==> src/rtl/coep_pkg.sv <==
// Shared constants and types for the complementary output event phase block.
package coep_pkg;

    localparam int unsigned COEP_SRC_W   = 8;
    localparam int unsigned COEP_CNT_W   = 6;
    localparam int unsigned COEP_ADDR_W  = 8;
    localparam int unsigned COEP_DATA_W  = 32;

    // Register byte offsets on the AXI4-Lite bus.
    localparam logic [7:0] COEP_OFF_RISE_SRC   = 8'h00;
    localparam logic [7:0] COEP_OFF_RISE_PHASE = 8'h04;
    localparam logic [7:0] COEP_OFF_FALL_PHASE = 8'h08;
    localparam logic [7:0] COEP_OFF_STATUS     = 8'h0c;

    // Register indices produced by the address decoder.
    localparam logic [2:0] COEP_IDX_RISE_SRC   = 3'h0;
    localparam logic [2:0] COEP_IDX_RISE_PHASE = 3'h1;
    localparam logic [2:0] COEP_IDX_FALL_PHASE = 3'h2;
    localparam logic [2:0] COEP_IDX_STATUS     = 3'h3;
    localparam logic [2:0] COEP_IDX_NONE       = 3'h4;

    // Source enable bit positions.
    localparam int unsigned COEP_BIT_OSC   = 7;
    localparam int unsigned COEP_BIT_MOD2  = 6;
    localparam int unsigned COEP_BIT_CAP2  = 5;
    localparam int unsigned COEP_BIT_CAP1  = 4;
    localparam int unsigned COEP_BIT_LOGIC = 3;
    localparam int unsigned COEP_BIT_CMP2  = 2;
    localparam int unsigned COEP_BIT_CMP1  = 1;
    localparam int unsigned COEP_BIT_PIN   = 0;

    // Status register field positions.
    localparam int unsigned COEP_ST_SRC_LSB   = 0;
    localparam int unsigned COEP_ST_RBUSY     = 8;
    localparam int unsigned COEP_ST_FBUSY     = 9;
    localparam int unsigned COEP_ST_LEVEL     = 10;

    // Values after reset, plus the count constants one and zero.
    localparam logic [7:0] COEP_RST_RISE_SRC = 8'h00;
    localparam logic [5:0] COEP_RST_PHASE    = 6'h00;
    localparam logic [5:0] COEP_CNT_ONE      = 6'h01;
    localparam logic [5:0] COEP_CNT_ZERO     = 6'h00;

    // AXI response codes.
    localparam logic [1:0] COEP_RESP_OKAY   = 2'h0;
    localparam logic [1:0] COEP_RESP_DECERR = 2'h3;

    typedef enum logic [0:0] {
        COEP_IDLE  = 1'b0,
        COEP_COUNT = 1'b1
    } coep_dly_state_t;

endpackage

==> src/rtl/coep_sync.sv <==
// Two-stage synchroniser for the event source inputs.
`timescale 1ns/100ps
module coep_sync
    import coep_pkg::*;
(
    input  wire logic                  ref_clk,
    input  wire logic                  rst,
    input  wire logic [COEP_SRC_W-1:0] async_in,
    output logic      [COEP_SRC_W-1:0] sync_out
);
    import coep_pkg::*;

    logic [COEP_SRC_W-1:0] stage1;
    logic [COEP_SRC_W-1:0] next_stage1;
    logic [COEP_SRC_W-1:0] next_sync_out;

    always_comb
    begin
        next_stage1   = async_in;
        next_sync_out = stage1;
    end

    always_ff @(posedge ref_clk or posedge rst)
    begin
        if (rst)
        begin
            stage1   <= COEP_RST_RISE_SRC;
            sync_out <= COEP_RST_RISE_SRC;
        end
        else
        begin
            stage1   <= next_stage1;
            sync_out <= next_sync_out;
        end
    end

endmodule

==> src/rtl/coep_phase_delay.sv <==
// Delays a one-cycle edge event by a programmable number of clock periods.
`timescale 1ns/100ps
module coep_phase_delay
    import coep_pkg::*;
(
    input  wire logic                  ref_clk,
    input  wire logic                  rst,
    input  wire logic                  event_in,
    input  wire logic [COEP_CNT_W-1:0] count,
    output logic                       event_out,
    output logic                       busy
);
    import coep_pkg::*;

    coep_dly_state_t       state;
    coep_dly_state_t       next_state;
    logic [COEP_CNT_W-1:0] remain;
    logic [COEP_CNT_W-1:0] next_remain;

    // A new event with a nonzero count while counting restarts the count, so an earlier edge is lost unless it is due in that same cycle.
    always_comb
    begin
        next_state  = state;
        next_remain = remain;
        if (event_in && (count != COEP_CNT_ZERO))
        begin
            next_state  = COEP_COUNT;
            next_remain = count;
        end
        else
        begin
            case (state)
                COEP_IDLE:
                begin
                    next_state = COEP_IDLE;
                end
                COEP_COUNT:
                begin
                    next_remain = remain - COEP_CNT_ONE;
                    if (remain == COEP_CNT_ONE)
                    begin
                        next_state = COEP_IDLE;
                    end
                end
                default:
                begin
                    next_state = COEP_IDLE;
                end
            endcase
        end
    end

    always_ff @(posedge ref_clk or posedge rst)
    begin
        if (rst)
        begin
            state  <= COEP_IDLE;
            remain <= COEP_CNT_ZERO;
        end
        else
        begin
            state  <= next_state;
            remain <= next_remain;
        end
    end

    assign event_out = (event_in && (count == COEP_CNT_ZERO))                      // [RULE6]
                     || ((state == COEP_COUNT) && (remain == COEP_CNT_ONE));     // [RULE2] [RULE3]
    assign busy      = (state == COEP_COUNT);

    property p_zero_pass; // [RULE6]
        @(posedge ref_clk) disable iff (rst)
        (event_in && (count == COEP_CNT_ZERO)) |-> event_out;
    endproperty
    a_zero_pass: assert property (p_zero_pass) // [RULE6]
        else $error("Zero phase count did not pass the event through.");

    property p_no_early; // [RULE2] [RULE3]
        @(posedge ref_clk) disable iff (rst)
        (event_in && (count > COEP_CNT_ONE)) ##1 !event_in |-> !event_out;
    endproperty
    a_no_early: assert property (p_no_early) // [RULE2] [RULE3]
        else $error("Delayed event appeared too early.");

    property p_delay_one; // [RULE2] [RULE3]
        @(posedge ref_clk) disable iff (rst)
        (event_in && (count == COEP_CNT_ONE)) |=> event_out;
    endproperty
    a_delay_one: assert property (p_delay_one) // [RULE2] [RULE3]
        else $error("Count of one did not delay the event by one period.");

    property p_delay_three; // [RULE2] [RULE3]
        @(posedge ref_clk) disable iff (rst)
        (event_in && (count == 6'h03)) ##1 (!event_in)[*2] |=> event_out;
    endproperty
    a_delay_three: assert property (p_delay_three) // [RULE2] [RULE3]
        else $error("Count of three did not delay the event by three periods.");

endmodule

==> src/rtl/coep_top.sv <==
// Event input front end with source enables, phase delays and an AXI4-Lite register slave.
// Behaviour
// [RULE1] Set enable bits let their sources cause rising events; cleared bits ignore them.
// [RULE2] Each rising event is delayed by the six-bit rising phase count in clock periods.
// [RULE3] Each falling event is delayed by the six-bit falling phase count in clock periods.
// [RULE4] Phase register bits 7 and 6 read as zero and ignore writes.
// [RULE5] Power-on reset clears enables; other resets clear enables, keep phase counts.
// [RULE6] A phase count of zero passes the event with only synchronisation delay.
`timescale 1ns/100ps
module coep_top
    import coep_pkg::*;
(
    input  wire logic                             ref_clk,
    input  wire logic                             rst,
    input  wire logic                             soft_rst,
    input  wire logic                             numeric_oscillator_output,
    input  wire logic                             second_modulator_output,
    input  wire logic                             capture_unit_two,
    input  wire logic                             capture_unit_one,
    input  wire logic                             logic_cell_one,
    input  wire logic                             comparator2_output,
    input  wire logic                             comparator1_output,
    input  wire logic                             pin_routing_select,
    output logic                                  rise_event,
    output logic                                  fall_event,
    output logic                                  phase_level,
    input  wire logic [coep_pkg::COEP_ADDR_W-1:0] s_axi_awaddr,
    input  wire logic                             s_axi_awvalid,
    output logic                                  s_axi_awready,
    input  wire logic [coep_pkg::COEP_DATA_W-1:0] s_axi_wdata,
    input  wire logic [3:0]                       s_axi_wstrb,
    input  wire logic                             s_axi_wvalid,
    output logic                                  s_axi_wready,
    output logic [1:0]                            s_axi_bresp,
    output logic                                  s_axi_bvalid,
    input  wire logic                             s_axi_bready,
    input  wire logic [coep_pkg::COEP_ADDR_W-1:0] s_axi_araddr,
    input  wire logic                             s_axi_arvalid,
    output logic                                  s_axi_arready,
    output logic [coep_pkg::COEP_DATA_W-1:0]      s_axi_rdata,
    output logic [1:0]                            s_axi_rresp,
    output logic                                  s_axi_rvalid,
    input  wire logic                             s_axi_rready
);
    import coep_pkg::*;

    function automatic logic [2:0] coep_decode(input logic [COEP_ADDR_W-1:0] addr);
        logic [2:0] idx;
        idx = COEP_IDX_NONE;
        case (addr)
            COEP_OFF_RISE_SRC:   idx = COEP_IDX_RISE_SRC;
            COEP_OFF_RISE_PHASE: idx = COEP_IDX_RISE_PHASE;
            COEP_OFF_FALL_PHASE: idx = COEP_IDX_FALL_PHASE;
            COEP_OFF_STATUS:     idx = COEP_IDX_STATUS;
            default:             idx = COEP_IDX_NONE;
        endcase
        return idx;
    endfunction

    // Register state.
    logic [COEP_SRC_W-1:0]  rise_source_enable;
    logic [COEP_CNT_W-1:0]  rise_phase_count;
    logic [COEP_CNT_W-1:0]  fall_phase_count;
    logic [COEP_SRC_W-1:0]  next_rise_source_enable;
    logic [COEP_CNT_W-1:0]  next_rise_phase_count;
    logic [COEP_CNT_W-1:0]  next_fall_phase_count;

    // Bus state.
    logic                   aw_held;
    logic                   w_held;
    logic [COEP_ADDR_W-1:0] aw_addr;
    logic [COEP_DATA_W-1:0] w_data;
    logic                   w_lane0;
    logic                   bvalid;
    logic [1:0]             bresp;
    logic                   rvalid;
    logic [1:0]             rresp;
    logic [COEP_DATA_W-1:0] rdata;
    logic                   next_aw_held;
    logic                   next_w_held;
    logic [COEP_ADDR_W-1:0] next_aw_addr;
    logic [COEP_DATA_W-1:0] next_w_data;
    logic                   next_w_lane0;
    logic                   next_bvalid;
    logic [1:0]             next_bresp;
    logic                   next_rvalid;
    logic [1:0]             next_rresp;
    logic [COEP_DATA_W-1:0] next_rdata;
    logic                   do_write;
    logic [2:0]             wr_idx;
    logic [2:0]             rd_idx;

    // Event path state.
    logic [COEP_SRC_W-1:0]  src_raw;
    logic [COEP_SRC_W-1:0]  src_sync;
    logic                   combined;
    logic                   combined_d;
    logic                   rise_edge;
    logic                   fall_edge;
    logic                   rise_delayed;
    logic                   fall_delayed;
    logic                   rise_busy;
    logic                   fall_busy;
    logic                   next_combined_d;
    logic                   next_rise_event;
    logic                   next_fall_event;
    logic                   next_phase_level;

    // Internal peripherals may run on other clocks, so every source is synchronised.
    assign src_raw = {numeric_oscillator_output, second_modulator_output,
                      capture_unit_two, capture_unit_one, logic_cell_one,
                      comparator2_output, comparator1_output, pin_routing_select};

    coep_sync u_sync (
        .ref_clk  (ref_clk),
        .rst      (rst),
        .async_in (src_raw),
        .sync_out (src_sync)
    );

    assign combined  = |(src_sync & rise_source_enable);                           // [RULE1]
    assign rise_edge = combined && !combined_d;                                    // [RULE1]
    assign fall_edge = !combined && combined_d;

    coep_phase_delay u_rise_delay (
        .ref_clk   (ref_clk),
        .rst       (rst),
        .event_in  (rise_edge),
        .count     (rise_phase_count),                                             // [RULE2]
        .event_out (rise_delayed),
        .busy      (rise_busy)
    );

    coep_phase_delay u_fall_delay (
        .ref_clk   (ref_clk),
        .rst       (rst),
        .event_in  (fall_edge),
        .count     (fall_phase_count),                                             // [RULE3]
        .event_out (fall_delayed),
        .busy      (fall_busy)
    );

    // Rise wins when both delayed events land together, so the level never misses a cycle.
    always_comb
    begin
        next_combined_d  = combined;
        next_rise_event  = rise_delayed;
        next_fall_event  = fall_delayed;
        next_phase_level = phase_level;
        if (rise_delayed)
        begin
            next_phase_level = 1'b1;
        end
        else if (fall_delayed)
        begin
            next_phase_level = 1'b0;
        end
    end

    always_ff @(posedge ref_clk or posedge rst)
    begin
        if (rst)
        begin
            combined_d  <= 1'b0;
            rise_event  <= 1'b0;
            fall_event  <= 1'b0;
            phase_level <= 1'b0;
        end
        else
        begin
            combined_d  <= next_combined_d;
            rise_event  <= next_rise_event;
            fall_event  <= next_fall_event;
            phase_level <= next_phase_level;
        end
    end

    // Address and data are held separately so the master may present them in either order.
    assign s_axi_awready = !aw_held && !bvalid;
    assign s_axi_wready  = !w_held && !bvalid;
    assign s_axi_arready = !rvalid;
    assign s_axi_bvalid  = bvalid;
    assign s_axi_bresp   = bresp;
    assign s_axi_rvalid  = rvalid;
    assign s_axi_rresp   = rresp;
    assign s_axi_rdata   = rdata;

    assign do_write = aw_held && w_held && !bvalid;
    assign wr_idx   = coep_decode(aw_addr);
    assign rd_idx   = coep_decode(s_axi_araddr);

    always_comb
    begin
        next_aw_held = aw_held;
        next_w_held  = w_held;
        next_aw_addr = aw_addr;
        next_w_data  = w_data;
        next_w_lane0 = w_lane0;
        next_bvalid  = bvalid;
        next_bresp   = bresp;
        next_rvalid  = rvalid;
        next_rresp   = rresp;
        next_rdata   = rdata;
        if (s_axi_awvalid && s_axi_awready)
        begin
            next_aw_held = 1'b1;
            next_aw_addr = s_axi_awaddr;
        end
        if (s_axi_wvalid && s_axi_wready)
        begin
            next_w_held  = 1'b1;
            next_w_data  = s_axi_wdata;
            next_w_lane0 = s_axi_wstrb[0];
        end
        if (do_write)
        begin
            next_aw_held = 1'b0;
            next_w_held  = 1'b0;
            next_bvalid  = 1'b1;
            next_bresp   = (wr_idx == COEP_IDX_NONE) ? COEP_RESP_DECERR : COEP_RESP_OKAY;
        end
        else if (bvalid && s_axi_bready)
        begin
            next_bvalid = 1'b0;
        end
        if (s_axi_arvalid && s_axi_arready)
        begin
            next_rvalid = 1'b1;
            next_rresp  = COEP_RESP_OKAY;
            next_rdata  = '0;
            case (rd_idx)
                COEP_IDX_RISE_SRC:   next_rdata[COEP_SRC_W-1:0] = rise_source_enable;
                COEP_IDX_RISE_PHASE: next_rdata[COEP_CNT_W-1:0] = rise_phase_count;  // [RULE4]
                COEP_IDX_FALL_PHASE: next_rdata[COEP_CNT_W-1:0] = fall_phase_count;  // [RULE4]
                COEP_IDX_STATUS:
                begin
                    next_rdata[COEP_ST_SRC_LSB +: COEP_SRC_W] = src_sync;
                    next_rdata[COEP_ST_RBUSY]                 = rise_busy;
                    next_rdata[COEP_ST_FBUSY]                 = fall_busy;
                    next_rdata[COEP_ST_LEVEL]                 = phase_level;
                end
                default:             next_rresp = COEP_RESP_DECERR;
            endcase
        end
        else if (rvalid && s_axi_rready)
        begin
            next_rvalid = 1'b0;
        end
    end

    always_ff @(posedge ref_clk or posedge rst)
    begin
        if (rst)
        begin
            aw_held <= 1'b0;
            w_held  <= 1'b0;
            aw_addr <= '0;
            w_data  <= '0;
            w_lane0 <= 1'b0;
            bvalid  <= 1'b0;
            bresp   <= COEP_RESP_OKAY;
            rvalid  <= 1'b0;
            rresp   <= COEP_RESP_OKAY;
            rdata   <= '0;
        end
        else
        begin
            aw_held <= next_aw_held;
            w_held  <= next_w_held;
            aw_addr <= next_aw_addr;
            w_data  <= next_w_data;
            w_lane0 <= next_w_lane0;
            bvalid  <= next_bvalid;
            bresp   <= next_bresp;
            rvalid  <= next_rvalid;
            rresp   <= next_rresp;
            rdata   <= next_rdata;
        end
    end

    // Phase counts take a defined zero at power-on even though software must not rely on it.
    always_comb
    begin
        next_rise_source_enable = rise_source_enable;
        next_rise_phase_count   = rise_phase_count;
        next_fall_phase_count   = fall_phase_count;
        if (do_write && w_lane0 && !soft_rst)                                     // [RULE5]
        begin
            case (wr_idx)
                COEP_IDX_RISE_SRC:   next_rise_source_enable = w_data[COEP_SRC_W-1:0];
                COEP_IDX_RISE_PHASE: next_rise_phase_count   = w_data[COEP_CNT_W-1:0]; // [RULE4]
                COEP_IDX_FALL_PHASE: next_fall_phase_count   = w_data[COEP_CNT_W-1:0]; // [RULE4]
                default:             next_rise_source_enable = rise_source_enable;
            endcase
        end
        if (soft_rst)
        begin
            next_rise_source_enable = COEP_RST_RISE_SRC;                           // [RULE5]
        end
    end

    always_ff @(posedge ref_clk or posedge rst)
    begin
        if (rst)
        begin
            rise_source_enable <= COEP_RST_RISE_SRC;                               // [RULE5]
            rise_phase_count   <= COEP_RST_PHASE;
            fall_phase_count   <= COEP_RST_PHASE;
        end
        else
        begin
            rise_source_enable <= next_rise_source_enable;
            rise_phase_count   <= next_rise_phase_count;
            fall_phase_count   <= next_fall_phase_count;
        end
    end

    property p_masked_source; // [RULE1]
        @(posedge ref_clk) disable iff (rst)
        ((src_sync & rise_source_enable) == COEP_RST_RISE_SRC) |-> !combined;
    endproperty
    a_masked_source: assert property (p_masked_source) // [RULE1]
        else $error("A disabled source produced an event.");

    property p_rise_reaches_out; // [RULE1] [RULE6]
        @(posedge ref_clk) disable iff (rst)
        (rise_edge && (rise_phase_count == COEP_CNT_ZERO)) |=> rise_event;
    endproperty
    a_rise_reaches_out: assert property (p_rise_reaches_out) // [RULE1] [RULE6]
        else $error("Rising event with zero phase did not reach the output.");

    property p_fall_reaches_out; // [RULE3] [RULE6]
        @(posedge ref_clk) disable iff (rst)
        (fall_edge && (fall_phase_count == COEP_CNT_ZERO)) |=> fall_event;
    endproperty
    a_fall_reaches_out: assert property (p_fall_reaches_out) // [RULE3] [RULE6]
        else $error("Falling event with zero phase did not reach the output.");

    property p_reserved_zero; // [RULE4]
        @(posedge ref_clk) disable iff (rst)
        (s_axi_arvalid && s_axi_arready && ((rd_idx == COEP_IDX_RISE_PHASE)
            || (rd_idx == COEP_IDX_FALL_PHASE))) |=> (s_axi_rdata[31:6] == 26'h0);
    endproperty
    a_reserved_zero: assert property (p_reserved_zero) // [RULE4]
        else $error("Reserved phase register bits did not read as zero.");

    property p_soft_reset; // [RULE5]
        @(posedge ref_clk) disable iff (rst)
        soft_rst |=> (rise_source_enable == COEP_RST_RISE_SRC)
            && $stable(rise_phase_count) && $stable(fall_phase_count);
    endproperty
    a_soft_reset: assert property (p_soft_reset) // [RULE5]
        else $error("Soft reset did not clear enables or disturbed phase counts.");

    property p_write_ack; // [RULE2]
        @(posedge ref_clk) disable iff (rst)
        (do_write && w_lane0 && (wr_idx == COEP_IDX_RISE_PHASE) && !soft_rst)
            |=> (rise_phase_count == $past(w_data[5:0])) && s_axi_bvalid;
    endproperty
    a_write_ack: assert property (p_write_ack) // [RULE2]
        else $error("Rising phase write was not stored or acknowledged.");

endmodule

==> config.mk <==
export PLATFORM = sky130hd
export DESIGN_NAME = coep_top
export DESIGN_NICKNAME = d
export VERILOG_FILES = /design/src/rtl/coep_pkg.sv /design/src/rtl/coep_sync.sv /design/src/rtl/coep_phase_delay.sv /design/src/rtl/coep_top.sv
export SDC_FILE = /design/constraint.sdc
export NUM_CORES = 1
export LEC_CHECK = 0
export BUFFER_PORTS_ARGS = -buffer_cell sky130_fd_sc_hd__buf_4
export CORE_AREA = 4 4 94 96
export CTS_CLUSTER_DIAMETER = 80
export DETAILED_ROUTE_END_ITERATION = 8
export DIE_AREA = 0 0 98 100
export MAX_ROUTING_LAYER = met4
export PLACE_DENSITY = 0.82
export SYNTH_ARGS = -nofsm -noshare
export SYNTH_HDL_FRONTEND = slang
export SYNTH_HIERARCHICAL = 1
export SYNTH_SLANG_ARGS = --single-unit
==> constraint.sdc <==
create_clock -name ref_clk -period 2.3 [get_ports ref_clk]
set_input_delay 0.345 -clock ref_clk [delete_from_list [all_inputs] [get_ports ref_clk]]
set_output_delay 0.345 -clock ref_clk [all_outputs]
set_load 0.01 [all_outputs]
==> reports/metrics.json <==
{
  "route": {
    "route.detailed.drc": 0,
    "via_per_inst": 5.45,
    "wire_per_inst_um": 16.0,
    "drt_iter0_drc": 138,
    "drt_pass1_iterations": 4,
    "drt-total-wl_um": 8160,
    "detail-route-antenna-nets": 0,
    "dr_total_vias": 2779
  },
  "sta": {
    "relSlewSlack_pct": 49.9,
    "max_slew.worst_pin.slew_ps": 741,
    "number_of_endpoints_failing_setup_at_the_final_stage": 0,
    "clock-skew-final_ps": 14.9,
    "period_needed_ps": 2050,
    "setup_total_negative_slack_ps": 0,
    "final_hold_viol_count": 0,
    "fin_crit_sh_pct": 89.0,
    "grt_setup_unrepaired": "false",
    "max_freq_mhz": 488,
    "final.setup.worst_slack_ps": 252,
    "timing.final.max_slew_violations": 0
  },
  "floorplanning": {
    "floorplan.io_pins": 112,
    "die_area_mm2": 0.00980,
    "rows": 33,
    "core-area_mm2": 0.00805,
    "die_y_um": 100,
    "floorplan.die.width_um": 98,
    "initial_standard_cell_utilization_of_the_core_pct": 50.4
  },
  "cells_and_area": {
    "final_cells": 510,
    "finalNetCount": 474,
    "post-route-cell-area_mm2": 0.00474,
    "drive_gt1_share_pct": 34.3,
    "flow.area_growth_from_synthesis_pct": 16.7,
    "n_antenna_cell": 0
  },
  "critical_path": {
    "worst-endpoint-required_ps": 2520,
    "critical_path_peak_fanout": 6,
    "setup.worst_path.class": "reg2reg",
    "timing.rr.end": "fall_phase_count[2]",
    "critical_path.reg2reg.startpoint": "aw_addr[1]",
    "r2r_setup_slack_ps": 250,
    "end_kind": "register",
    "setup.worst_path.start_class": "register",
    "rr_worst_depth": 3,
    "worst-endpoint-arrival_ps": 2270,
    "critPathLaunch": "aw_addr[1]"
  },
  "synth": {
    "yosys.area.top_type_share_pct": 54.3,
    "synth_largest_area_cell": "dfrtp_1",
    "post_synth_num_cell_types": 49,
    "synth_enable_flop_cells": 0,
    "syn-mean-instance-area_um2": 12.1,
    "synth.top_cells.by_area": "dfrtp_1 (54%), mux2_2 (9.7%), buf_4 (4.6%), nand2_1 (2.6%), nor4_4 (2.1%)",
    "synth-warning-count": 6,
    "ys_ff_latch": 88,
    "netlist_instances": 336,
    "synth_seq_area_share_pct": 54.3,
    "ys_async_sr_fraction_pct": 100,
    "syn_area_mm2": 0.00406,
    "ys_dominant_reg_cell": "dfrtp_1"
  },
  "clocking": {
    "cts_num_sinks": 88,
    "cts_htree_levels": 3,
    "clock_latency_ps": 340,
    "num_cts_buffers": 9,
    "cts_tree": "built",
    "cts_buffer_depth": 2,
    "clkTransAtPathRegs_ps": 80,
    "number_of_post_cts_setup_repair_buffers": 0,
    "cts-root-buf": "clkbuf_8"
  },
  "power_and_ir_drop": {
    "static-leakage-power_uw": 0.00220,
    "power.ir.vdd_worst_mv": 0.639,
    "share_clk_of_total_power_pct": 22.3,
    "p_switching_uw": 1400,
    "reg_power_share_pct": 51.5,
    "power_density_mw_per_mm2": 924,
    "report.power.total_uw": 4380,
    "internal-power_uw": 2970,
    "comb_pwr_share_pct": 26.2,
    "sw_frac_of_total_pct": 32.0
  },
  "min_path": {
    "min_to": "u_sync/next_sync_out[7]",
    "min_from": "numeric_oscillator_output",
    "timing.hold.worst.class": "in2reg",
    "hold_path_depth": 1
  },
  "global_route": {
    "grt_remaining_overflow": 0,
    "global_route.usage.total_pct": 17.6,
    "pin_count_of_the_biggest_net_entering_global_routing": 59,
    "antenna_violations_before_repair": 0,
    "grt_first_pass_wirelength_um": 13300,
    "first_global_vias": 2754
  },
  "placement": {
    "place_worst_setup_slack_ps": 272,
    "routability_driven_placement_congestion_ratio": 0.853,
    "port_buffers": 63,
    "placed_cells_incl_taps": 495,
    "placement.cell_area_mm2": 0.00455,
    "hpwl_um": 6200
  },
  "outcome": {
    "status": "complete, no violations"
  },
  "job": {
    "cap_violations": 0
  }
}
-- logic make-up (layout without fill, tap and decap cells) --
logic type | Yosys count | in the layout | synth area share, %
buffers and inverters | 49 | 98 | 6.91
adder cells (fa/ha/maj) | 4 | 4 | 1.23
multiplexers | 35 | 35 | 9.71
other | 1 | 21 | 0.0924
AO/OA/AOI/OAI | 60 | 60 | 11.1
flip-flops | 88 | 88 | 54.3
XOR/XNOR | 8 | 8 | 1.73
AND/OR/NAND/NOR | 91 | 91 | 15.0
-- flip-flops by register name (all words and copies together) (netlist names), 6 cells and up --
signal / flops
rise_phase_count: 6
u_rise_delay/remain: 6
u_sync/sync_out: 8
rise_source_enable: 8
fall_phase_count: 6
aw_addr: 8
w_data: 8
s_axi_rdata: 11
u_sync/next_sync_out: 8
u_fall_delay/remain: 6
-- worst max-delay path by stage --
stage                                endpoint  slack (ps)  depth (start not counted)
after floorplan           fall_phase_count[0]         470                          3
after detailed placement  fall_phase_count[1]         270                          3
final                     fall_phase_count[2]         250                          3
after global routing      fall_phase_count[5]         170                          3
after global placement    fall_phase_count[5]         320                          3
after CTS                 fall_phase_count[2]         230                          3
-- critical path, stage by stage (launching register included) --
cell and delay [ps]:
dfrtp_1 410, or4_4 580, nor4_4 540, mux2_2 390
-- metrics by stage --
step	hold slack, ps	util (%)
after floorplan	148	-
after global placement	333	56.5
after detailed placement	335	56.5
after CTS	91.8	58.8
after global routing	90.6	58.8
final	108	58.8
-- synthesized netlist by cell type, types with 3 or more instances --
| master | instances |
|---|---|
| nor2_1 | 16 |
| o21ai_0 | 13 |
| a22o_1 | 8 |
| and4_1 | 3 |
| clkbuf_1 | 7 |
| o21ai_1 | 6 |
| a22oi_1 | 4 |
| inv_1 | 15 |
| dfrtp_1 | 88 |
| a21oi_1 | 3 |
| nor4_4 | 4 |
| nand2_1 | 28 |
| and2_1 | 3 |
| mux2_2 | 35 |
| ha_1 | 4 |
| nand4_1 | 9 |
| a21o_1 | 4 |
| a221oi_1 | 6 |
| xnor2_1 | 6 |
| buf_4 | 25 |
| nand3_1 | 3 |
| a211oi_1 | 6 |
| nand3b_1 | 3 |
-- metal layers --
metal / vias up / GRT usage [%] / share of wire (%) / wire [µm]
li1: 1293 / - / - / -
met4: 0 / 8.84 / 3.0 / 248
met2: 107 / 28.3 / 50 / 4070
met1: 1354 / 21.6 / 41 / 3330
met5: - / - / 0 / 0
met3: 25 / 3.06 / 6.4 / 519
-- cell type report --
class                           instances  area (µm²)
Timing Repair Buffer                   69         520
Clock inverter                          4        47.5
Sequential cell                        88        2200
Tap cell                              105         131
Inverter                               15        56.3
Clock buffer                           10         128
Fill cell                             670        3320
Multi-Input combinational cell        219        1650
-- placed cells by master, fill, tap and decap left out, types with 3 or more instances in the layout --
cell,n
o21ai_1,6
inv_1,14
a221oi_1,6
o21ai_0,13
xnor2_1,6
a211oi_1,6
a21o_1,4
conb_1,21
nand3_1,3
clkbuf_8,9
ha_1,4
nor4_4,4
a21oi_1,3
and4_1,3
dfrtp_1,88
mux2_2,35
nand4_1,9
a22o_1,8
nand3b_1,3
a22oi_1,4
buf_4,68
nor2_1,16
nand2_1,28
and2_1,3
-- timing repair --
| action | CTS | global route |
|---|---|---|
| resized for setup | 0 | 0 |
| endpoints found under the hold margin | 14 | 0 |
| hold buffers | 1 | 0 |
-- power by group through the flow --
stage | sequential [µW] | clock [µW] | combinational [µW]
floorplan | 2190 | 0 | 854
global placement | 2250 | 0 | 1090
CTS | 2250 | 1000 | 1160
detailed placement | 2280 | 0 | 1140
finish | 2250 | 977 | 1150
global route | 2310 | 1060 | 1270
(Power assumes the default switching activity.)
